**config.mk**
```make
export PLATFORM = sky130hd
export DESIGN_NAME = level_ctrl
export DESIGN_NICKNAME = d
export VERILOG_FILES = /design/src/core/level_ctrl_pkg.sv /design/src/core/level_ctrl.sv
export VERILOG_INCLUDE_DIRS = /design/src /design/src/core
export SDC_FILE = /design/constraint.sdc
export NUM_CORES = 2
export LEC_CHECK = 0
export BUFFER_PORTS_ARGS = -buffer_cell sky130_fd_sc_hd__buf_2
export CORE_MARGIN = 4
export CORE_UTILIZATION = 49
export CTS_BUF_LIST = sky130_fd_sc_hd__clkbuf_8
export DETAILED_ROUTE_END_ITERATION = 10
export PLACE_DENSITY_LB_ADDON = 0.12
export SYNTH_ARGS = -nofsm -noshare
export SYNTH_HDL_FRONTEND = slang
export SYNTH_SLANG_ARGS = --single-unit
export TNS_END_PERCENT = 20
```
**constraint.sdc**
```tcl
create_clock -name clock -period 15.5 [get_ports clock]
set_input_delay 0.775 -clock clock [delete_from_list [all_inputs] [get_ports clock]]
set_output_delay 0.775 -clock clock [all_outputs]
set_load 0.005 [all_outputs]
```
**src/core/level_ctrl_params.svh**
```systemverilog
// offsets, field codes and reset values of the priority level controller
`ifndef LEVEL_CTRL_PARAMS_SVH
`define LEVEL_CTRL_PARAMS_SVH
// instruction fields, bit 0 is the word msb
`define LC_OP_CTRL    6'h3f
`define LC_AUG_EI     3'h0
`define LC_AUG_DI     3'h1
`define LC_AUG_RI     3'h2
`define LC_AUG_AI     3'h3
`define LC_AUG_DAI    3'h4
`define LC_AUG_CHAN   3'h7
`define LC_HW_BEI     16'h0006
`define LC_HW_UEI     16'h0007
`define LC_SUB_ECI    4'hc
`define LC_SUB_DCI    4'hd
`define LC_SUB_ACI    4'he
`define LC_SUB_CHANNEL_DEACTIVATE_CMD   4'hf
// level map
`define LC_TRAP_LO    7'h02
`define LC_TRAP_HI    7'h11
`define LC_CHAN_LO    7'h14
`define LC_CHAN_HI    7'h23
`define LC_REAL_TIME_OPTION_MODULE_LVL   7'h28
// condition codes
`define LC_CC_INOP    4'h2
`define LC_CC_UNSUP   4'h5
// register byte offsets
`define LC_REG_CLASS  4'h0
`define LC_REG_SEL    4'h4
`define LC_REG_STATE  4'h8
`define LC_REG_STATUS 4'hc
// reset values
`define LC_RST_CLASS  16'h0000
`define LC_RST_SEL    7'h00
`define LC_RST_LEVELS 128'h0
`endif

```
**src/core/level_ctrl_pkg.sv**
```systemverilog
// types shared by the priority level controller and its bench
package level_ctrl_pkg;
    typedef enum logic [1:0] {
        TRAP_NONE, TRAP_PRIV, TRAP_UNDEF, TRAP_SYSCHK
    } trap_kind_t;
    typedef enum logic {ST_IDLE, ST_CHAN_WAIT} state_t;
    typedef struct packed {
        logic        valid;
        logic [31:0] word;
        logic [31:0] gpr;
    } instr_req_t;
    typedef struct packed {
        logic       done;
        logic       cc_set;
        logic [3:0] cc;
        trap_kind_t trap;
    } instr_res_t;
    typedef struct packed {
        logic        valid;
        logic [3:0]  op;
        logic [15:0] addr;
    } chan_cmd_t;
    typedef struct packed {
        logic       valid;
        logic [3:0] cc;
        logic       fault;
    } chan_rsp_t;
endpackage

```
**src/core/level_ctrl.sv**
```systemverilog
// priority interrupt level state, channel commands and sense blocking
//
// Chosen here: the Avalon-MM slave port and the placing of the registers.
`timescale 1ns/100ps
`include "level_ctrl_params.svh"
module level_ctrl (
    // clock and reset
    input  wire logic                       clock,
    input  wire logic                       rst,
    // avalon slave
    input  wire logic [3:0]                 avs_address,
    input  wire logic                       avs_read,
    input  wire logic                       avs_write,
    input  wire logic [31:0]                avs_writedata,
    output logic [31:0]                     avs_readdata,
    output logic                            avs_waitrequest,
    // execution unit
    input  wire level_ctrl_pkg::instr_req_t instr,
    input  wire logic                       privileged,
    input  wire logic                       doubleword_status_mode,
    output level_ctrl_pkg::instr_res_t      result,
    output logic                            busy,
    // grant
    output logic                            irq_req,
    output logic [6:0]                      irq_level,
    input  wire logic                       irq_take,
    // request sources and strap pin
    input  wire logic [127:0]               src_req,
    input  wire logic                       strap_const_enable,
    // channels
    output level_ctrl_pkg::chan_cmd_t       chan_cmd,
    input  wire level_ctrl_pkg::chan_rsp_t  chan_rsp,
    output logic                            sense_blocked
);
    import level_ctrl_pkg::*;

    state_t       st;
    logic [127:0] request;
    logic [127:0] enable;
    logic [127:0] active;
    logic [15:0]  class_f;
    logic [6:0]   sel;
    logic         hold_pair;
    logic         channel_deactivate_cmd_q;
    logic         strap_s1;
    logic         strap_s2;
    logic         strap_s3;
    logic         strap_q;

    // instruction fields
    logic [5:0]   f_op;
    logic [6:0]   f_lvl;
    logic [2:0]   f_aug;
    logic [2:0]   f_reg;
    logic [3:0]   f_sub;
    logic [15:0]  f_const;
    logic [15:0]  ch_addr;
    logic         accept;
    logic         is_lvl;
    logic         is_chan;
    logic         is_bei;
    logic         is_uei;
    logic         lvl_trap;
    logic         lvl_cls_f;
    logic         lvl_do;
    logic         ch_cls_f;

    assign f_op    = instr.word[31:26];
    assign f_lvl   = instr.word[25:19];
    assign f_aug   = instr.word[18:16];
    assign f_reg   = instr.word[25:23];
    assign f_sub   = instr.word[22:19];
    assign f_const = instr.word[15:0];
    assign accept  = instr.valid && (st == ST_IDLE);

    // decode
    assign is_lvl   = (f_op == `LC_OP_CTRL) && (f_aug <= `LC_AUG_DAI);
    assign is_chan  = (f_op == `LC_OP_CTRL) && (f_aug == `LC_AUG_CHAN)
                      && (f_sub >= `LC_SUB_ECI);
    assign is_bei   = instr.word[31:16] == `LC_HW_BEI;
    assign is_uei   = instr.word[31:16] == `LC_HW_UEI;
    assign lvl_trap = (f_lvl >= `LC_TRAP_LO) && (f_lvl <= `LC_TRAP_HI);
    assign lvl_cls_f = (f_lvl >= `LC_CHAN_LO) && (f_lvl <= `LC_CHAN_HI)
                       && class_f[4'(f_lvl - `LC_CHAN_LO)];
    // level ops act only when privileged and outside trap levels and class_f channel levels
    assign lvl_do = accept && is_lvl && privileged
                    && !lvl_trap && !lvl_cls_f;
    // logical channel and subaddress
    assign ch_addr  = f_const + ((f_reg != 3'h0) ? instr.gpr[15:0] : 16'h0000);
    assign ch_cls_f = (ch_addr[15:12] == 4'h0) && class_f[ch_addr[11:8]];

    // strap pin sync, taken once second and third stages agree
    always_ff @(posedge clock or posedge rst) begin
        if (rst) begin
            strap_s1 <= 1'b0;
            strap_s2 <= 1'b0;
            strap_s3 <= 1'b0;
            strap_q  <= 1'b0;
        end else begin
            strap_s1 <= strap_const_enable;
            strap_s2 <= strap_s1;
            strap_s3 <= strap_s2;
            if (strap_s2 == strap_s3) begin
                strap_q <= strap_s3;
            end
        end
    end

    // effective enable and sensed source requests
    logic [127:0] en_eff;
    logic [127:0] ext_src;
    logic [127:0] sensed;
    always_comb begin
        en_eff  = enable;
        ext_src = 128'h0;
        if (strap_q) begin
            en_eff[1:0] = 2'h3;
        end
        ext_src[35:20] = 16'hffff;
        ext_src[1:0]   = 2'h3;
        ext_src[40]    = 1'b1;
        sensed = src_req & en_eff & ~(sense_blocked ? ext_src : 128'h0);
        sensed[17:2] = 16'h0000;
    end

    // next level state
    logic [127:0] next_request;
    logic [127:0] next_enable;
    logic [127:0] next_active;
    always_comb begin
        next_request = request;
        next_enable  = enable;
        next_active  = active;
        if (irq_take && irq_req) begin
            next_request[irq_level] = 1'b0;
            next_active[irq_level]  = 1'b1;
        end
        if (lvl_do) begin
            case (f_aug)
                `LC_AUG_EI: next_enable[f_lvl] = 1'b1;
                `LC_AUG_DI: begin
                    next_enable[f_lvl]  = 1'b0;
                    next_request[f_lvl] = 1'b0;
                end
                `LC_AUG_AI:  next_active[f_lvl] = 1'b1;
                `LC_AUG_DAI: next_active[f_lvl] = 1'b0;
                default: ;
            endcase
        end
        // sets win over clears; blocked levels do not latch
        next_request = next_request | sensed;
        if (lvl_do && (f_aug == `LC_AUG_RI)) begin
            next_request[f_lvl] = 1'b1;
        end
    end

    // level state registers
    always_ff @(posedge clock or posedge rst) begin
        if (rst) begin
            request <= `LC_RST_LEVELS;
            enable  <= `LC_RST_LEVELS;
            active  <= `LC_RST_LEVELS;
        end else begin
            request <= next_request;
            enable  <= next_enable;
            active  <= next_active;
        end
    end

    // priority search, stops at the first active level
    logic       found;
    logic       stop;
    logic [6:0] g_lvl;
    logic [7:0] first_act;
    always_comb begin
        found     = 1'b0;
        stop      = 1'b0;
        g_lvl     = 7'h00;
        first_act = 8'h80;
        for (int i = 0; i < 128; i++) begin
            if (!found && !stop) begin
                if (active[i]) begin
                    stop      = 1'b1;
                    first_act = 8'(i);
                end else if (request[i] && en_eff[i]) begin
                    found = 1'b1;
                    g_lvl = 7'(i);
                end
            end
        end
    end

    // grant output, held off across a deactivate pair
    always_ff @(posedge clock or posedge rst) begin
        if (rst) begin
            irq_req   <= 1'b0;
            irq_level <= 7'h00;
        end else begin
            irq_req   <= found && !hold_pair && !irq_take;
            irq_level <= g_lvl;
        end
    end

    // uninterruptible pair after deactivate in doubleword mode
    always_ff @(posedge clock or posedge rst) begin
        if (rst) begin
            hold_pair <= 1'b0;
        end else if (accept) begin
            hold_pair <= doubleword_status_mode && (
                         (is_lvl && privileged && f_aug == `LC_AUG_DAI)
                         || (is_chan && f_sub == `LC_SUB_CHANNEL_DEACTIVATE_CMD));
        end
    end

    // block and unblock of external sensing
    always_ff @(posedge clock or posedge rst) begin
        if (rst) begin
            sense_blocked <= 1'b0;
        end else if (accept && is_bei) begin
            sense_blocked <= 1'b1;
        end else if (accept && is_uei) begin
            sense_blocked <= 1'b0;
        end
    end

    // instruction sequencing, channel command and result
    always_ff @(posedge clock or posedge rst) begin
        if (rst) begin
            st       <= ST_IDLE;
            channel_deactivate_cmd_q   <= 1'b0;
            chan_cmd <= '0;
            result   <= '0;
            busy     <= 1'b0;
        end else begin
            chan_cmd.valid <= 1'b0;
            result         <= '0;
            case (st)
                ST_IDLE: begin
                    if (accept && is_chan && !ch_cls_f) begin
                        result.done <= 1'b1;
                        result.trap <= TRAP_UNDEF;
                    end else if (accept && is_chan) begin
                        chan_cmd.valid <= 1'b1;
                        chan_cmd.op    <= f_sub;
                        chan_cmd.addr  <= ch_addr;
                        channel_deactivate_cmd_q         <= f_sub == `LC_SUB_CHANNEL_DEACTIVATE_CMD;
                        busy           <= 1'b1;
                        st             <= ST_CHAN_WAIT;
                    end else if (accept && is_lvl && !privileged) begin
                        result.done <= 1'b1;
                        result.trap <= TRAP_PRIV;
                    end else if (accept) begin
                        result.done <= 1'b1;
                    end
                end
                ST_CHAN_WAIT: begin
                    if (chan_rsp.valid) begin
                        result.done   <= 1'b1;
                        result.cc_set <= 1'b1;
                        result.cc     <= chan_rsp.cc;
                        if (channel_deactivate_cmd_q && chan_rsp.fault
                            && chan_rsp.cc != `LC_CC_INOP) begin
                            result.trap <= TRAP_SYSCHK;
                        end
                        busy <= 1'b0;
                        st   <= ST_IDLE;
                    end
                end
                default: st <= ST_IDLE;
            endcase
        end
    end

    // avalon slave, one wait cycle per access
    logic        acc;
    logic [31:0] rd;
    assign acc = (avs_read || avs_write) && avs_waitrequest;
    always_comb begin
        case (avs_address)
            `LC_REG_CLASS: rd = {16'h0000, class_f};
            `LC_REG_SEL:   rd = {25'h0, sel};
            `LC_REG_STATE: rd = {28'h0, en_eff[sel], active[sel],
                                 enable[sel], request[sel]};
            `LC_REG_STATUS: rd = {20'h0, irq_req, irq_level, strap_q,
                                  hold_pair, sense_blocked, busy};
            default:       rd = 32'h0;
        endcase
    end

    always_ff @(posedge clock or posedge rst) begin
        if (rst) begin
            avs_waitrequest <= 1'b1;
            avs_readdata    <= 32'h0;
        end else begin
            avs_waitrequest <= !acc;
            if (acc && avs_read) begin
                avs_readdata <= rd;
            end
        end
    end

    // software registers written on the completing edge
    always_ff @(posedge clock or posedge rst) begin
        if (rst) begin
            class_f <= `LC_RST_CLASS;
            sel     <= `LC_RST_SEL;
        end else if (avs_write && !avs_waitrequest) begin
            if (avs_address == `LC_REG_CLASS) begin
                class_f <= avs_writedata[15:0];
            end
            if (avs_address == `LC_REG_SEL) begin
                sel <= avs_writedata[6:0];
            end
        end
    end

    // addressed level's active bit, kept for the disable check
    logic lvl_act;
    assign lvl_act = active[f_lvl];
endmodule // level_ctrl

```
==> out/results.tsv <==
metric	value	unit
finalHoldViolCount	0	
grt_pass1_wl	171900	µm
synth_edf_count	0	
slew_headroom	13.10	%
cts_resized	0	
ff_latch_area	11770	µm²
clk_path_buf_depth	3	
max_freq	160.6	MHz
synth_seq_cells	470	
post_cts_buffers	0	
async_flop_share	100.0	%
power.total	0.003046	W
setup-violations-final	0	
remaining_drc_errors	0	
ir_drop	56.66	µV
grt_pass1_vias	28134	
syn_inst	3205	
root_buffer	clkbuf_8	
tightest_slew	1.296	ns
reg2reg_depth	17	
final_common_cell	dfrtp_1	
postPlaceCellArea	31660	µm²
drtIter0Drc	3527	
synthXorXnorAreaFrac	0.3227	%
cp.arrival	6.77	ns
maxCapViolations	0	
io_buffers	250	
power_per_cell_area	90.99	nW/µm²
nets	3645	
tns	0	ns
multi_input_area	17170	µm²
area_growth	12.13	%
clock_latency	0.69	ns
die-area	64940	µm²
power.leakage	13.55	nW
cts_buffers	85	
gr-total-overflow	0	
track_usage	34.33	%
startpoint	strap_q	
endpoint	irq_level[1]	
place.gp.congestion	1.023	
final_cell_mix	dfrtp_1 (466), nand2_1 (401), nor2_1 (291)	
die_w	254.8	µm
nFillCells	5415	
synth_compound_area_share	26.59	%
rsz0062_at_grt	no	
viasPerCell	6.908	
r2r_end	irq_level[1]	
r2r_setup_slack	9.27	ns
grt_max_degree	124	
yosys_warnings	0	
maxSlewViolCount	0	
synth-seq-area-share	39.40	%
status	finished, final reports clean	
end_kind	register	
hold_path_class	input pin to register	
stdcell_area	33480	µm²
syn_area	29860	µm²
clk_pin_slew	0.06	ns
num_rows	90	
post-dp-hpwl	78070	µm
io_pins	315	
first_pass_iters	6	
crit_path_max_fanout	8	
fin_crit	6.225	ns
die_y	254.8	µm
yosys.area_share.simple	17.85	%
antenna_found_initial	6	
fin_worst_skew	0.04237	ns
yosys.area_share.adder	0.8549	%
drive_gt1_share	19.50	%
initial_core_util	49.47	%
startpoint_type	register	
coreArea	60360	µm²
synth.avg_cell_area	9.315	µm²
vias	29302	
ant_nets	0	
synth_top_family_by_area	compound AO/OA/AOI/OAI gates	
synth_ff_type	dfrtp_1	
layout_worst_path_cycle_share	40.16	%
cts_sinks	470	
cts_tree	built	
critical_path_class	register to register	
r2r-start	strap_q	
hold_slack	0.2206	ns
ys_types	111	
htree_levels	3	
hold_buffers	0	
muxShareOfSynthArea	11.44	%
finalWirelength	114300	µm
crit_required	16.04	ns
post_drt_wl_per_cell	26.94	µm
[cell families (layout without fill, tap and decap cells)]
family | after synthesis | count (layout)
xor gates and xnor gates | 11 | 11
other | 1 | 24
and+or+nand+nor | 1104 | 1104
AOI/OAI and AO/OA | 1160 | 1160
adders and majority gates | 20 | 20
muxes | 176 | 176
DFF | 470 | 470
buffers and inverters | 263 | 495
[critical path, cell delays in order, from the launching register on]
cell,delay (ns)
dfrtp_1,0.56
o21ai_2,0.16
o2111a_1,0.28
o21ba_2,0.23
or2_2,0.32
o21ai_1,0.37
nor2_1,0.27
a211oi_2,0.62
nand2_1,0.28
a21oi_2,0.52
or4_1,0.24
nor2_1,0.06
a2111oi_0,0.57
o311ai_0,0.42
a311oi_1,0.36
nand4_1,0.22
nor4bb_1,0.44
nand4_1,0.16
[routing by layer]
layer	track usage, %	wire length (µm)
met1	46.18	45020
met2	53.73	51850
met3	8.841	12520
met4	13.73	4886
met5	0	0
[cell usage after synthesis (25+ instances only)]
| cell | number | area, µm² |
|---|---|---|
| nand3b_1 | 54 | 405.4 |
| o21a_1 | 25 | 187.7 |
| o211ai_1 | 132 | 991.0 |
| nand3_1 | 64 | 320.3 |
| nor3_1 | 49 | 245.2 |
| o221ai_1 | 118 | 1033 |
| clkbuf_1 | 182 | 683.2 |
| and2_1 | 30 | 187.7 |
| dfrtp_1 | 469 | 11740 |
| inv_1 | 47 | 176.4 |
| mux2_2 | 42 | 473.0 |
| o31ai_1 | 85 | 638.1 |
| a21o_1 | 28 | 210.2 |
| o22ai_1 | 115 | 719.4 |
| a21oi_1 | 174 | 870.8 |
| nand2_1 | 402 | 1509 |
| mux4_2 | 128 | 2883 |
| o21ai_0 | 275 | 1376 |
| nor2_1 | 291 | 1092 |
[worst min path at each step]
| stage | to | slack, ns | cells past startpoint | start |
|---|---|---|---|---|
| 2_1_floorplan | strap_s2 | 0.33 | 0 | strap_s1 |
| 3_3_place_gp | strap_s2 | 0.35 | 0 | strap_s1 |
| 3_5_place_dp | strap_s2 | 0.34 | 0 | strap_s1 |
| 4_1_cts | strap_s1 | 0.16 | 1 | strap_const_enable |
| 5_1_grt | strap_s1 | 0.18 | 1 | strap_const_enable |
| 6_report | strap_s1 | 0.22 | 1 | strap_const_enable |
[area by class of cell]
type	count	share of cell area, %
repair buffers	290	4.653
well taps	782	2.923
clock buffers	112	4.605
diodes	8	0.05980
multi-input cells	2487	51.28
clock inverters	44	0.7475
inverters	49	0.5718
flip-flops and latches	470	35.16
[power breakdown]
group / internal [W] / switching (W) / total, W / leakage [nW]
Combinational: 0.000187 / 0.000306 / 0.000493 / 6.02
Clock: 0.000681 / 0.000571 / 0.00125 / 1.04
Sequential: 0.00125 / 0.0000538 / 0.00130 / 6.49
Total: 0.00212 / 0.000931 / 0.00305 / 13.5
[metrics by stage]
stage               utilization, %  setup WS [ns]  instances
floorplan                        -          1.618       3220
global placement             52.45          9.188       4078
detailed placement           52.45          9.156       4078
CTS                          55.42          9.556       4234
global route                 55.44          9.037       4235
finish                       55.46          9.275       4242
No activity file was read; power rests on OpenSTA's default activity.
